<file path="src/shared/isc_map.svh">
// Register offsets, instruction codes, result codes and field positions.
// Assumes a 32-bit APB slave with byte addresses and one word per register.
`ifndef ISC_MAP_SVH
`define ISC_MAP_SVH

`define OFF_INSTR        8'h00
`define OFF_INT_CODE     8'h04
`define OFF_FLAG         8'h08
`define OFF_MODE         8'h0c
`define OFF_RETRY        8'h10
`define OFF_SID_COUNT    8'h14

`define INS_START_SLEEP  8'h01
`define INS_REMOVE_SLEEP 8'h02
`define INS_START_BUSY   8'h03
`define INS_REMOVE_BUSY  8'h04
`define INS_BUS_RESET    8'h05
`define INS_SEND_FIRST   8'h30
`define INS_SEND_LAST    8'h38
`define INS_PING         8'h50
`define INS_CHAIN_START  8'h60
`define INS_CHAIN_STOP   8'h61
`define SPEED_MAX        8'h02

`define CODE_BUSY_ON     8'hf1
`define CODE_BUSY_OFF    8'hf2
`define CODE_ABORT_LEN   8'hf3
`define CODE_ABORT_STATE 8'hf4
`define CODE_CHAIN_STOP  8'hf5
`define CODE_RETRY_OUT   8'hf6
`define CODE_FATAL       8'hf7
`define CODE_PING_SID    8'he3

`define FLAG_BUSY_BIT    0
`define FLAG_CHAIN_BIT   1
`define FLAG_SLEEP_BIT   4
`define FLAG_PSLEEP_LSB  5
`define INT_PEND_BIT     8
`define MODE_SID_BIT     2

`define SID_LIMIT        8'h80
`define QUAD_BYTES       8'h04
`define RETRY_RESET      4'h3

`endif

</file>
<file path="src/shared/isc_pkg.sv">
// Types shared by the instruction, status and sleep control block.
// Assumes isc_map.svh is on the include path.
package isc_pkg;

	typedef struct packed {
		logic        busy;
		logic        sleep;
		logic        chain;
		logic [3:0]  retry_cnt;
		logic [3:0]  retry_limit;
		logic        sid_en;
		logic        ping_wait;
		logic [7:0]  sid_bytes;
		logic [31:0] sid_last;
		logic [7:0]  int_code;
		logic        int_pend;
		logic        pready;
		logic        pslverr;
		logic [31:0] prdata;
		logic        ack_busy;
		logic        tx_start;
		logic        bus_reset_req;
		logic        fifo_wr;
		logic [31:0] fifo_data;
		logic        fifo_flush;
		logic        chain_stop;
	} ctrl_s;

	typedef enum logic [1:0] {
		RES_NONE,
		RES_DONE,
		RES_CODE
	} res_e;

endpackage

</file>
<file path="src/rtl/port_sleep.sv">
// Automatic sleep of one serial bus port.
// Assumes connected and bias_seen are synchronous to mclk.
module port_sleep (
	input  wire logic mclk,         // Clock
	input  wire logic reset_n,      // Async reset, active low
	input  wire logic connected,    // Port has a live connection
	input  wire logic bias_seen,    // Bias detected on the port
	output logic      asleep        // Driver and comparator stopped
);

	typedef struct packed {
		logic asleep;
	} ps_s;

	ps_s st;
	ps_s st_next;

	always_comb begin
		st_next = st;
		if (bias_seen)
			st_next.asleep = 1'b0;
		else if (!connected)
			st_next.asleep = 1'b1;
	end

	always_ff @(posedge mclk or negedge reset_n) begin
		if (!reset_n)
			st <= '0;
		else
			st <= st_next;
	end

	assign asleep = st.asleep;

	bias_wake_a: assert property (@(posedge mclk) disable iff (!reset_n)
		bias_seen |=> !asleep)
		else $error("port stayed asleep with bias present");

	drop_sleep_a: assert property (@(posedge mclk) disable iff (!reset_n)
		!connected && !bias_seen |=> asleep)
		else $error("disconnected port not put to sleep");

endmodule // port_sleep

</file>
<file path="src/rtl/instr_status_sleep_control.sv">
// Instruction check, busy mode, chain stop, sleep and self-ID capture control.
// Assumes APB master on mclk (25 MHz); link side pulses are one mclk wide.
`include "isc_map.svh"

module instr_status_sleep_control
	import isc_pkg::*;
(
	input  wire logic        mclk,           // 25 MHz clock
	input  wire logic        reset_n,        // Async reset, active low
	input  wire logic        psel,           // APB select
	input  wire logic        penable,        // APB enable
	input  wire logic        pwrite,         // APB write
	input  wire logic [7:0]  paddr,          // APB byte address
	input  wire logic [31:0] pwdata,         // APB write data
	output logic             pready,         // APB ready
	output logic [31:0]      prdata,         // APB read data
	output logic             pslverr,        // APB error, unmapped address
	input  wire logic [12:0] tx_fifo_bytes,  // Bytes held for transmit
	input  wire logic [15:0] tx_data_length, // Header data-length field
	input  wire logic        async_rx_ok,    // Async packet received correctly
	input  wire logic        own_node_rx,    // Async packet to own node arriving
	input  wire logic        end_of_process_input, // End of process pin
	input  wire logic        chain_ack_busy, // Chain read got ack_busy
	input  wire logic        chain_done,     // Chain finished normally
	input  wire logic        hdr_crc_err,    // Header CRC error
	input  wire logic        ack_missing,    // Acknowledge missing
	input  wire logic        bus_reset_seen, // Bus reset detected
	input  wire logic [1:0]  port_connect,   // New connection event per port
	input  wire logic [1:0]  port_connected, // Connection level per port
	input  wire logic [1:0]  port_bias,      // Bias detected per port
	input  wire logic        sid_phase,      // Self-ID stage of bus reset
	input  wire logic        sid_valid,      // Self-ID quadlet strobe
	input  wire logic        sid_inverse,    // Quadlet is the inverted check
	input  wire logic [31:0] sid_quad,       // Self-ID quadlet
	output logic             ack_busy_reply, // Send ack_busy for this packet
	output logic             tx_start,       // Start packet transmission
	output logic             bus_reset_req,  // Start a bus reset
	output logic             chain_stop,     // Chain transfer terminated
	output logic             rx_fifo_wr,     // Write to async receive FIFO
	output logic [31:0]      rx_fifo_data,   // Data for async receive FIFO
	output logic             rx_fifo_flush,  // Discard receive FIFO contents
	output logic             link_halt,      // Link and physical logic halted
	output logic             host_clk_half,  // Host interface at half rate
	output logic             port_power_off, // Ports electrically disconnected
	output logic             pll_stop,       // PLL stopped but wake circuit
	output logic [1:0]       port_asleep     // Per-port automatic sleep
);

	ctrl_s st;
	ctrl_s st_next;
	res_e  res;
	logic [7:0] res_code;
	logic [7:0] op;
	logic [7:0] operand;
	logic       access;
	logic       wr_done;
	logic       rd_done;
	logic       instr_wr;
	logic       mapped;
	logic       link_on;
	logic       send_op;
	logic       len_short;
	logic [31:0] flag_word;

	assign access    = psel && penable && !st.pready;
	assign wr_done   = psel && penable && pwrite && st.pready && !st.pslverr;
	assign rd_done   = psel && penable && !pwrite && st.pready;
	assign instr_wr  = wr_done && (paddr == `OFF_INSTR);
	assign op        = pwdata[7:0];
	assign operand   = pwdata[15:8];
	assign link_on   = !st.sleep;
	assign send_op   = (op >= `INS_SEND_FIRST) && (op <= `INS_SEND_LAST);
	assign len_short = {3'b000, tx_fifo_bytes} < tx_data_length;
	assign mapped    = (paddr == `OFF_INSTR) || (paddr == `OFF_INT_CODE) ||
		(paddr == `OFF_FLAG) || (paddr == `OFF_MODE) ||
		(paddr == `OFF_RETRY) || (paddr == `OFF_SID_COUNT);

	always_comb begin
		flag_word = '0;
		flag_word[`FLAG_BUSY_BIT] = st.busy;
		flag_word[`FLAG_CHAIN_BIT] = st.chain;
		flag_word[`FLAG_SLEEP_BIT] = st.sleep;
		flag_word[`FLAG_PSLEEP_LSB +: 2] = port_asleep;
	end

	// Instruction decode; result code issued one edge after the write
	always_comb begin
		res = RES_NONE;
		res_code = '0;
		if (instr_wr) begin
			res = RES_DONE;
			if (st.sleep) begin
				if (op != `INS_REMOVE_SLEEP || operand != 8'h00) begin
					res = RES_CODE;
					res_code = `CODE_ABORT_STATE;
				end
			end else if (send_op) begin
				if (operand > `SPEED_MAX) begin
					res = RES_CODE;
					res_code = `CODE_ABORT_STATE;
				end else if (len_short) begin
					res = RES_CODE;
					res_code = `CODE_ABORT_LEN;
				end
			end else if (operand != 8'h00) begin
				res = RES_CODE;
				res_code = `CODE_ABORT_STATE;
			end else begin
				unique case (op)
					`INS_START_SLEEP, `INS_BUS_RESET, `INS_PING,
					`INS_CHAIN_START: res = RES_DONE;
					`INS_START_BUSY: begin
						res = RES_CODE;
						res_code = `CODE_BUSY_ON;
					end
					`INS_REMOVE_BUSY: begin
						res = RES_CODE;
						res_code = `CODE_BUSY_OFF;
					end
					`INS_CHAIN_STOP: begin
						res = RES_CODE;
						res_code = st.chain ? `CODE_CHAIN_STOP : `CODE_ABORT_STATE;
					end
					default: begin
						res = RES_CODE;
						res_code = `CODE_ABORT_STATE;
					end
				endcase
			end
		end
	end

	always_comb begin
		st_next = st;
		st_next.ack_busy = 1'b0;
		st_next.tx_start = 1'b0;
		st_next.bus_reset_req = 1'b0;
		st_next.fifo_wr = 1'b0;
		st_next.fifo_flush = 1'b0;
		st_next.chain_stop = 1'b0;
		st_next.pready = 1'b0;
		st_next.pslverr = 1'b0;

		// APB: one wait state, then ready with registered data
		if (access) begin
			st_next.pready = 1'b1;
			st_next.pslverr = !mapped;
			st_next.prdata = '0;
			if (!pwrite) begin
				if (paddr == `OFF_INT_CODE)
					st_next.prdata = {23'h000000, st.int_pend, st.int_code};
				else if (paddr == `OFF_FLAG)
					st_next.prdata = flag_word;
				else if (paddr == `OFF_MODE)
					st_next.prdata[`MODE_SID_BIT] = st.sid_en;
				else if (paddr == `OFF_RETRY)
					st_next.prdata = {28'h0000000, st.retry_limit};
				else if (paddr == `OFF_SID_COUNT)
					st_next.prdata = {24'h000000, st.sid_bytes};
			end
		end
		if (rd_done && paddr == `OFF_INT_CODE)
			st_next.int_pend = 1'b0;
		if (wr_done && paddr == `OFF_MODE)
			st_next.sid_en = pwdata[`MODE_SID_BIT];
		if (wr_done && paddr == `OFF_RETRY)
			st_next.retry_limit = pwdata[3:0];

		// Link events; all of them are ignored in forced sleep
		if (link_on) begin
			if (own_node_rx && st.busy)
				st_next.ack_busy = 1'b1;
			if (async_rx_ok && !st.busy) begin
				st_next.busy = 1'b1;
				st_next.int_code = `CODE_BUSY_ON;
				st_next.int_pend = 1'b1;
			end
			if (|port_connect)
				st_next.bus_reset_req = 1'b1;
			if (sid_valid) begin
				if (!sid_inverse) begin
					st_next.sid_last = sid_quad;
					if ((st.ping_wait || (sid_phase && st.sid_en)) &&
						st.sid_bytes <= `SID_LIMIT - `QUAD_BYTES) begin
						st_next.fifo_wr = 1'b1;
						st_next.fifo_data = sid_quad;
						st_next.sid_bytes = st.sid_bytes + `QUAD_BYTES;
					end
				end else if (st.ping_wait && sid_quad == ~st.sid_last) begin
					st_next.ping_wait = 1'b0;
					st_next.int_code = `CODE_PING_SID;
					st_next.int_pend = 1'b1;
				end
			end
			if (st.chain && chain_done)
				st_next.chain = 1'b0;
			if (st.chain && chain_ack_busy) begin
				if (st.retry_cnt == st.retry_limit) begin
					st_next.chain = 1'b0;
					st_next.chain_stop = 1'b1;
					st_next.int_code = `CODE_RETRY_OUT;
					st_next.int_pend = 1'b1;
				end else
					st_next.retry_cnt = st.retry_cnt + 4'h1;
			end
			if (st.chain && end_of_process_input) begin
				st_next.chain = 1'b0;
				st_next.chain_stop = 1'b1;
				st_next.int_code = `CODE_CHAIN_STOP;
				st_next.int_pend = 1'b1;
			end
			if (st.chain && (hdr_crc_err || ack_missing || bus_reset_seen)) begin
				st_next.chain = 1'b0;
				st_next.chain_stop = 1'b1;
				st_next.int_code = `CODE_FATAL;
				st_next.int_pend = 1'b1;
			end
			if (bus_reset_seen) begin
				st_next.fifo_flush = 1'b1;
				st_next.fifo_wr = 1'b0;
				st_next.sid_bytes = '0;
				st_next.ping_wait = 1'b0;
			end
		end

		// Instruction effects take priority over link events
		if (instr_wr && res != RES_CODE) begin
			if (st.sleep)
				st_next.sleep = 1'b0;
			else if (send_op)
				st_next.tx_start = 1'b1;
			else if (op == `INS_START_SLEEP)
				st_next.sleep = 1'b1;
			else if (op == `INS_BUS_RESET)
				st_next.bus_reset_req = 1'b1;
			else if (op == `INS_PING) begin
				st_next.ping_wait = 1'b1;
				st_next.tx_start = 1'b1;
			end else if (op == `INS_CHAIN_START) begin
				st_next.chain = 1'b1;
				st_next.retry_cnt = '0;
				st_next.tx_start = 1'b1;
			end
		end
		if (res == RES_CODE) begin
			st_next.int_code = res_code;
			st_next.int_pend = 1'b1;
			if (res_code == `CODE_BUSY_ON)
				st_next.busy = 1'b1;
			if (res_code == `CODE_BUSY_OFF)
				st_next.busy = 1'b0;
			if (res_code == `CODE_CHAIN_STOP) begin
				st_next.chain = 1'b0;
				st_next.chain_stop = 1'b1;
			end
		end
	end

	always_ff @(posedge mclk or negedge reset_n) begin
		if (!reset_n) begin
			st <= '0;
			st.retry_limit <= `RETRY_RESET;
		end else
			st <= st_next;
	end

	genvar gi;
	for (gi = 0; gi < 2; gi++) begin : g_port
		port_sleep u_port_sleep (
			.mclk      (mclk),
			.reset_n   (reset_n),
			.connected (port_connected[gi]),
			.bias_seen (port_bias[gi]),
			.asleep    (port_asleep[gi])
		);
	end

	assign pready         = st.pready;
	assign prdata         = st.prdata;
	assign pslverr        = st.pslverr;
	assign ack_busy_reply = st.ack_busy;
	assign tx_start       = st.tx_start;
	assign bus_reset_req  = st.bus_reset_req;
	assign chain_stop     = st.chain_stop;
	assign rx_fifo_wr     = st.fifo_wr;
	assign rx_fifo_data   = st.fifo_data;
	assign rx_fifo_flush  = st.fifo_flush;
	assign link_halt      = st.sleep;
	assign host_clk_half  = st.sleep;
	assign port_power_off = st.sleep;
	assign pll_stop       = st.sleep;

	start_busy_a: assert property (@(posedge mclk) disable iff (!reset_n)
		instr_wr && !st.sleep && pwdata[15:0] == {8'h00, `INS_START_BUSY}
		|=> st.busy && st.int_pend && st.int_code == `CODE_BUSY_ON)
		else $error("start busy did not report busy entry");

	busy_ack_a: assert property (@(posedge mclk) disable iff (!reset_n)
		own_node_rx && st.busy && !st.sleep |=> ack_busy_reply)
		else $error("busy mode did not answer with ack_busy");

	busy_exit_a: assert property (@(posedge mclk) disable iff (!reset_n)
		instr_wr && !st.sleep && pwdata[15:0] == {8'h00, `INS_REMOVE_BUSY}
		|=> !st.busy && st.int_code == `CODE_BUSY_OFF)
		else $error("remove busy did not leave busy mode");

	short_data_a: assert property (@(posedge mclk) disable iff (!reset_n)
		instr_wr && !st.sleep && send_op && operand <= `SPEED_MAX && len_short
		|=> st.int_code == `CODE_ABORT_LEN && !tx_start)
		else $error("short transmit data not aborted");

	sleep_abort_a: assert property (@(posedge mclk) disable iff (!reset_n)
		instr_wr && st.sleep && op != `INS_REMOVE_SLEEP
		|=> st.sleep && st.int_code == `CODE_ABORT_STATE)
		else $error("instruction in sleep not aborted");

	proc_end_a: assert property (@(posedge mclk) disable iff (!reset_n)
		st.chain && end_of_process_input && !st.sleep && !instr_wr
		|=> !st.chain && chain_stop)
		else $error("end of process did not stop chain");

	retry_out_a: assert property (@(posedge mclk) disable iff (!reset_n)
		st.chain && chain_ack_busy && st.retry_cnt == st.retry_limit && !st.sleep && !instr_wr
		|=> !st.chain && chain_stop)
		else $error("retry limit did not end chain");

	fatal_stop_a: assert property (@(posedge mclk) disable iff (!reset_n)
		st.chain && hdr_crc_err && !st.sleep && !instr_wr
		|=> st.int_code == `CODE_FATAL)
		else $error("header error did not report fatal");

	connect_reset_a: assert property (@(posedge mclk) disable iff (!reset_n)
		|port_connect && !st.sleep |=> bus_reset_req)
		else $error("connection did not start bus reset");

	sleep_flag_a: assert property (@(posedge mclk) disable iff (!reset_n)
		instr_wr && st.sleep && pwdata[15:0] == {8'h00, `INS_REMOVE_SLEEP}
		|=> !link_halt && !flag_word[`FLAG_SLEEP_BIT])
		else $error("remove sleep did not wake");

	sid_limit_a: assert property (@(posedge mclk) disable iff (!reset_n)
		st.sid_bytes <= `SID_LIMIT)
		else $error("self-ID store passed its limit");

	reset_flush_a: assert property (@(posedge mclk) disable iff (!reset_n)
		bus_reset_seen && !st.sleep |=> rx_fifo_flush && !rx_fifo_wr && st.sid_bytes == 8'h00)
		else $error("bus reset did not flush self-ID data");

endmodule // instr_status_sleep_control

</file>
<file path="config.mk">
export PLATFORM = sky130hd
export DESIGN_NAME = instr_status_sleep_control
export DESIGN_NICKNAME = d
export VERILOG_FILES = /design/src/shared/isc_pkg.sv /design/src/rtl/port_sleep.sv /design/src/rtl/instr_status_sleep_control.sv
export VERILOG_INCLUDE_DIRS = /design/src /design/src/shared
export SDC_FILE = /design/constraint.sdc
export NUM_CORES = 1
export LEC_CHECK = 0
export ABC_AREA = 1
export BUFFER_PORTS_ARGS = -buffer_cell sky130_fd_sc_hd__clkbuf_2
export CAP_MARGIN = 30
export CORE_MARGIN = 5
export CORE_UTILIZATION = 52
export CTS_BUF_LIST = sky130_fd_sc_hd__clkbuf_8 sky130_fd_sc_hd__clkbuf_16
export DETAILED_ROUTE_END_ITERATION = 12
export PLACE_DENSITY = 0.86
export SLEW_MARGIN = 20
export SYNTH_ARGS = -nofsm -noshare
export SYNTH_HDL_FRONTEND = slang
export SYNTH_SLANG_ARGS = --single-unit
</file>
<file path="constraint.sdc">
create_clock -name mclk -period 2.2 [get_ports mclk]
set_input_delay 0.11 -clock mclk [delete_from_list [all_inputs] [get_ports mclk]]
set_output_delay 0.11 -clock mclk [all_outputs]
set_load 0.02 [all_outputs]
</file>
==> flow_metrics.env, run 1 <==
export IMPL_status="complete, no violations"
export IMPL_yosys_top_cells_area="dfrtp_1 43%, nand2_1 11%, buf_4 7.9%, o21ai_0 6.9%, inv_1 6.0%"
export IMPL_route_detailed_drc=0
export IMPL_drt_initial_drc_count=439
export IMPL_yosysTopAreaCell="dfrtp_1"
export IMPL_finalWeightedCongestion=0.892
export IMPL_yosys_warnings=0
export IMPL_num_vias=5920
export IMPL_vdd_drop_max_uv=393
export IMPL_p_switching_mw=1.36
export IMPL_min_path_type="in2reg"
export IMPL_antenna_found_initial=0
export IMPL_synth_seq_cells=113
export IMPL_place_detailed_hpwl_um=11900
export IMPL_reg2reg_from="st[106]$_DFFE_PN0P_"
export IMPL_nNetsFinal=1132
export IMPL_drive_gt1_share_pct=23.4
export IMPL_clock_root_buffer="clkbuf_16"
export IMPL_io_pins=201
export IMPL_hold_viol_final=0
export IMPL_p_leak_nw=4.34
export IMPL_cp_max_fo=13
export IMPL_max_freq_mhz=495
export IMPL_syn_to_final_growth_pct=24.6
export IMPL_synth_edff_count=0
export IMPL_synth_ff_type="dfrtp_1"
export IMPL_die_h_um=122
export IMPL_rows=40
export IMPL_p_int_mw=4.14
export IMPL_seq_area_frac_synth_pct=43.4
export IMPL_clkTransAtPathRegs_ps=50
export IMPL_vias_per_cell=5.04
export IMPL_antennaDiodeCount=0
export IMPL_start_util_pct=53.6
export IMPL_fin_crit_sh_pct=91.9
export IMPL_cp_start_kind="input pin"
export IMPL_endpoint="prdata[1]$_DFFE_PN0P_"
export IMPL_crit_path_start="penable"
export IMPL_final_cell_area_um2=8120
export IMPL_synthTopCellsByCount="184 x nand2_1, 111 x dfrtp_1, 104 x inv_1, 90 x o21ai_0, 69 x buf_4"
export IMPL_cts_buffer_depth=2
export IMPL_switching_share_pct=24.7
export IMPL_rrSetupSlack_ps=310
export IMPL_period_minus_slack_ps=2020
export IMPL_timing_setup_tns_ps=0
export IMPL_p_seq_share_pct=40.7
export IMPL_arrival_ps=2350
export IMPL_relSlewSlack_pct=63.4
export IMPL_die_x_um=122
export IMPL_end_kind="register"
export IMPL_finalSetupViolCount=0
export IMPL_reg2reg_depth=11
export IMPL_grt_pass1_wl_um=27100
export IMPL_async_flop_share_pct=100
export IMPL_h_tree_depth=4
export IMPL_core_um2=12200
export IMPL_report_final_slew_viol_count=0
export IMPL_placed_cell_area_um2=7130
export IMPL_p_clk_share_pct=47.8
export IMPL_synth_top_area_share_pct=42.6
export IMPL_worst_pin_slew_ps=548
export IMPL_gr_total_overflow=0
export IMPL_dr_pass1_iters=5
export IMPL_maxCapViolations=0
export IMPL_grt_max_degree=66
export IMPL_wl_per_cell_um=14.0
export IMPL_clk_latency_ps=410
export IMPL_cts_buffers=17
export IMPL_critPathKind="in2reg"
export IMPL_ant_nets=0
export IMPL_p_per_area_nw_per_um2=678
export IMPL_grt_pass1_vias=5911
export IMPL_grt_usage_pct=23.0
export IMPL_io_buffer_count=161
export IMPL_clock_skew_ps=4.93
export IMPL_critical_path_required_ps=2530
export IMPL_wirelength_um=16500
export IMPL_r2r_end="st[76]$_DFFE_PN0P_"
export IMPL_netlist_area_um2=6520
export IMPL_whs_ps=27.6
export IMPL_cts_tree="done"
export IMPL_rsz0062_at_grt="false"
export IMPL_clkSinkCount=113
export IMPL_netlist_instances=828
export IMPL_synth_cell_types=49
export IMPL_die_area_um2=14900
export IMPL_combPwrFrac_pct=11.4
export IMPL_post_synth_cell_area_avg_um2=7.87
export IMPL_synth_most_common_cell="nand2_1"
[flip-flops by register name, summed over array words and instances (netlist names)]
signal and cells:
g_port.u_port_sleep.asleep 2, pready 1, st 59, prdata 9, ack_busy_reply 1, rx_fifo_flush 1, rx_fifo_wr 1, host_clk_half 1
bus_reset_req 1, flag_word 2, pslverr 1, rx_fifo_data 32, tx_start 1, chain_stop 1
[power by group through the flow]
stage	sequential [mW]	combinational, mW	clock, mW
6_report	2.24	0.629	2.63
5_1_grt	2.25	0.711	2.77
4_1_cts	2.24	0.628	2.67
3_5_place_dp	2.27	0.562	0
3_3_place_gp	2.27	0.545	0
2_1_floorplan	2.26	0.356	0
[layout make-up]
| class | count | area (um^2) |
|---|---|---|
| Inverter | 110 | 413 |
| Multi-Input combinational cell | 541 | 2770 |
| Fill cell | 979 | 4040 |
| Tap cell | 168 | 210 |
| Sequential cell | 113 | 2830 |
| Timing Repair Buffer | 212 | 1320 |
| Clock buffer | 19 | 453 |
| Clock inverter | 12 | 116 |
[cell families after synthesis]
logic type | count (synthesis) | synth area share [%]
xor+xnor | 20 | 2.69
flops | 113 | 43.4
buf+inv | 196 | 15.4
fa+ha+maj | 14 | 2.69
simple gates | 321 | 21.3
compound gates | 162 | 14.3
other cells | 1 | 0.0575
mux | 1 | 0.173
[how the worst min path moves through the flow]
| stage | startpoint | to | slack, ps | cells past startpoint |
|---|---|---|---|---|
| global route | chain_done | flag_word[1]$_DFF_PN0_ | 30 | 4 |
| CTS | chain_done | flag_word[1]$_DFF_PN0_ | 8 | 4 |
| finish | pwdata[2] | st[122]$_DFFE_PN0P_ | 30 | 3 |
| detailed placement | reset_n | rx_fifo_data[28]$_DFFE_PN0P_ | 110 | 1 |
| floorplan | reset_n | ack_busy_reply$_DFF_PN0_ | -190 | 0 |
| global placement | reset_n | rx_fifo_data[28]$_DFFE_PN0P_ | 110 | 1 |
[per-layer routing]
| layer | track usage (%) | up-vias | part of all wire [%] |
|---|---|---|---|
| met2 | 38.8 | 232 | 49 |
| li1 | - | 2920 | - |
| met4 | 7.91 | 0 | 1.5 |
| met5 | 0 | - | 0 |
| met1 | 29.1 | 2741 | 42 |
| met3 | 5.48 | 27 | 7.2 |
[repair_timing]
item	CTS	global route
gates resized for setup	0	1
hold endpoints to repair	100	0
setup endpoints to repair	0	2
setup buffers	0	0
hold buffers	42	0
[worst max-delay path, stage by stage]
cell           delay [ps]
dlygate4sd3_1         520
clkbuf_2              100
nand2_1                50
dlygate4sd3_1         550
nor2_1                160
inv_1                 250
nor2_2                290
o21ai_0               130
o21ai_0               180
[placed cells by master, fill, tap and decap left out, drive strengths merged, types with 5 or more instances in the layout]
cell	count
inv	109
ha	14
buf	10
nor3	18
nand2	188
conb	23
a21oi	31
or2	5
xnor2	9
o211ai	5
o21ai	92
dlygate4sd3	42
clkbuf	179
clkinv	10
nor2	63
o21a	8
xor2	11
nand4	7
nand3	36
dfrtp	111
[metrics by stage]
step / setup WS, ps / std cells / utilization [%] / total power [mW]
after floorplan: 574 / 850 / - / 2.62
after global placement: 362 / 1102 / 58.6 / 2.81
after detailed placement: 312 / 1102 / 58.6 / 2.83
after CTS: 45.5 / 1175 / 66.7 / 5.54
after global routing: 24.3 / 1175 / 66.7 / 5.73
final: 178 / 1175 / 66.7 / 5.50
Note: power is estimated with default switching activity, not from simulation.
==> run 2, diff against run 1 <==
Settings changed: ABC_AREA 1 to 0, SLEW_MARGIN 20 to unset.
==> flow_metrics.env, run 2 <==
export IMPL_combPwrFrac_pct=12.6
export IMPL_seq_area_frac_synth_pct=44.9
export IMPL_crit_slowest_cell="or4_4"
export IMPL_io_buffer_count=161
export IMPL_path_cells="xnor2_1, nor4_2, nand4_1, or4_4, and3_4, a311oi_2, a211o_1"
export IMPL_arrival_ps=2520
export IMPL_n_fill_cell=874
export IMPL_synth_edff_count=0
export IMPL_io_pins=201
export IMPL_rsz0062_at_grt="true"
export IMPL_dp_cells=855
export IMPL_num_vias=4968
export IMPL_clock_skew_ps=13.9
export IMPL_synth_cell_types=61
export IMPL_vias_per_cell=5.35
export IMPL_die_h_um=120
export IMPL_power_total_mw=5.56
export IMPL_die_area_um2=14400
export IMPL_synth_ff_type="dfrtp_1"
export IMPL_yosys_warnings=0
export IMPL_yosys_top_cells_area="dfrtp_1 44%, mux2_2 13%, buf_4 8.2%, xnor2_1 5.3%, ha_1 2.8%"
export IMPL_grt_pass1_wl_um=25000
export IMPL_largest_register_ffs=59
export IMPL_period_minus_slack_ps=2180
export IMPL_max_stage_delay_ps=510
export IMPL_synth_most_common_cell="dfrtp_1"
export IMPL_route_detailed_drc=0
export IMPL_cts_tree="done"
export IMPL_nNetsFinal=905
export IMPL_critical_path_required_ps=2550
export IMPL_core_um2=12000
export IMPL_layout_common_cells="160 x clkbuf_2, 111 x dfrtp_1, 74 x mux2_2"
export IMPL_cp_max_fo=5
export IMPL_netlist_area_um2=6300
export IMPL_finalWeightedCongestion=0.911
export IMPL_regMostFlops="st"
export IMPL_cts_buffers=17
export IMPL_relSlewSlack_pct=60.9
export IMPL_post_synth_cell_area_avg_um2=10.7
export IMPL_die_x_um=120
export IMPL_p_seq_share_pct=40.7
export IMPL_critPathKind="reg2reg"
export IMPL_drive_gt1_share_pct=40.6
export IMPL_antenna_found_initial=0
export IMPL_p_leak_nw=3.84
export IMPL_netlist_instances=591
export IMPL_whs_ps=20.1
export IMPL_start_util_pct=52.7
export IMPL_clkTransAtPathRegs_ps=60
export IMPL_min_path_type="in2reg"
export IMPL_report_final_slew_viol_count=0
export IMPL_vdd_drop_max_uv=743
export IMPL_p_clk_share_pct=46.8
export IMPL_antennaDiodeCount=0
export IMPL_gr_total_overflow=0
export IMPL_hold_viol_final=0
export IMPL_clkSinkCount=113
export IMPL_grt_pass1_vias=5035
export IMPL_clk_latency_ps=410
export IMPL_grt_usage_pct=22.0
export IMPL_cp_start_kind="register"
export IMPL_drt_initial_drc_count=277
export IMPL_p_per_area_nw_per_um2=692
export IMPL_grt_max_degree=114
export IMPL_fin_cells=928
export IMPL_maxCapViolations=0
export IMPL_synthTopCellsByCount="111 x dfrtp_1, 74 x mux2_2, 69 x buf_4, 38 x xnor2_1"
export IMPL_yosysTopAreaCell="dfrtp_1"
export IMPL_syn_to_final_growth_pct=27.5
export IMPL_p_int_mw=4.13
export IMPL_switching_share_pct=25.7
export IMPL_place_detailed_hpwl_um=10700
export IMPL_end_kind="register"
export IMPL_timing_setup_tns_ps=0
export IMPL_synth_top_area_share_pct=44.1
export IMPL_finalSetupViolCount=0
export IMPL_h_tree_depth=4
export IMPL_dr_pass1_iters=5
export IMPL_wirelength_um=15500
export IMPL_worst_pin_slew_ps=582
export IMPL_ant_nets=0
export IMPL_async_flop_share_pct=100
export IMPL_wl_per_cell_um=16.7
export IMPL_fin_crit_sh_pct=99.1
export IMPL_max_freq_mhz=459
export IMPL_status="complete, no violations"
export IMPL_synth_seq_cells=113
export IMPL_cts_buffer_depth=2
export IMPL_clock_root_buffer="clkbuf_16"
export IMPL_final_common_cell="clkbuf_2"
export IMPL_p_switching_mw=1.43
export IMPL_rows=40
run 2: cell count changes in the layout (fill, tap and decap cells not counted), moves of 25 or more:
cell	previous run	this run
o21ai_0	90	24
nor2_1	53	28
xnor2_1	9	37
nand3_1	36	11
mux2_2	1	74
inv_1	104	20
nand2_1	182	28
run 2: path summary, 6_finish.rpt:
kind	start	to	slack, ps	cells after the start
max	st[106]$_DFFE_PN0P_	st[74]$_DFFE_PN0P_	20	7
min	paddr[3]	pslverr$_DFF_PN0_	20	3
max reg2reg	st[106]$_DFFE_PN0P_	st[74]$_DFFE_PN0P_	20	7
min reg2reg	st[79]$_DFFE_PN0P_	st[79]$_DFFE_PN0P_	470	1
max in group asynchronous	reset_n	prdata[4]$_DFFE_PN0P_	1430	3
min in group asynchronous	reset_n	rx_fifo_data[23]$_DFFE_PN0P_	320	3
run 2: kinds of logic (layout without fill, tap and decap cells):
family | after synthesis | after routing | synth area share (%)
fa+ha+maj | 14 | 14 | 2.78
buf+inv | 104 | 272 | 10.3
flops | 113 | 113 | 44.9
xor+xnor | 42 | 42 | 5.84
other cells | 1 | 23 | 0.0595
simple gates | 155 | 155 | 13.7
compound gates | 85 | 85 | 8.68
mux | 77 | 77 | 13.7
run 2: layer usage:
layer / vias to the layer above / part of all wire (%) / track usage, % / wire length, um
met3: 40 / 5.7 / 6.31 / 878
met2: 144 / 52 / 37.8 / 8100
met1: 2426 / 39 / 25.3 / 6000
met4: 0 / 3.2 / 9.95 / 489
met5: - / 0 / 0 / 0
li1: 2358 / - / - / -
run 2: power groups by stage:
stage,Sequential (mW),Clock [mW],Combinational [mW]
2_1_floorplan,2.28,0,0.396
3_3_place_gp,2.28,0,0.593
3_5_place_dp,2.29,0,0.610
4_1_cts,2.26,2.64,0.678
5_1_grt,2.27,2.75,0.772
6_report,2.26,2.60,0.698
run 2: area by class of cell:
class	count	area [um^2]	area share (%)
multi-input cells	396	2990	37.3
flip-flops and latches	113	2830	35.2
repair buffers	220	1380	17.2
clock buffers	18	439	5.47
well taps	147	184	2.29
clock inverters	14	130	1.62
inverters	20	75.1	0.935
run 2: worst max-delay path, delay by kind of cell, from the launching register on:
kind,cells,cell delay (ps)
AO/OA/AOI/OAI,2,320
AND/OR/NAND/NOR,4,1210
XOR/XNOR,1,180
flip-flops,1,390
run 2: repair_timing:
| item | CTS | global route |
|---|---|---|
| gates resized for setup | 1 | 14 |
| pin swaps | 0 | 13 |
| setup endpoints to repair | 7 | 9 |
| buffers inserted | 0 | 0 |
| endpoints found under the hold margin | 174 | 0 |
| hold buffers | 41 | 0 |
run 2: stage by stage:
| stage | worst slack, ps | instance area, um^2 | utilization, % |
|---|---|---|---|
| floorplan | 171 | 6380 | - |
| global placement | 35.0 | 6960 | 58.2 |
| detailed placement | -42.6 | 6960 | 58.2 |
| CTS | 9.46 | 7950 | 66.5 |
| global route | -83.4 | 8030 | 67.1 |
| finish | 20.6 | 8030 | 67.1 |
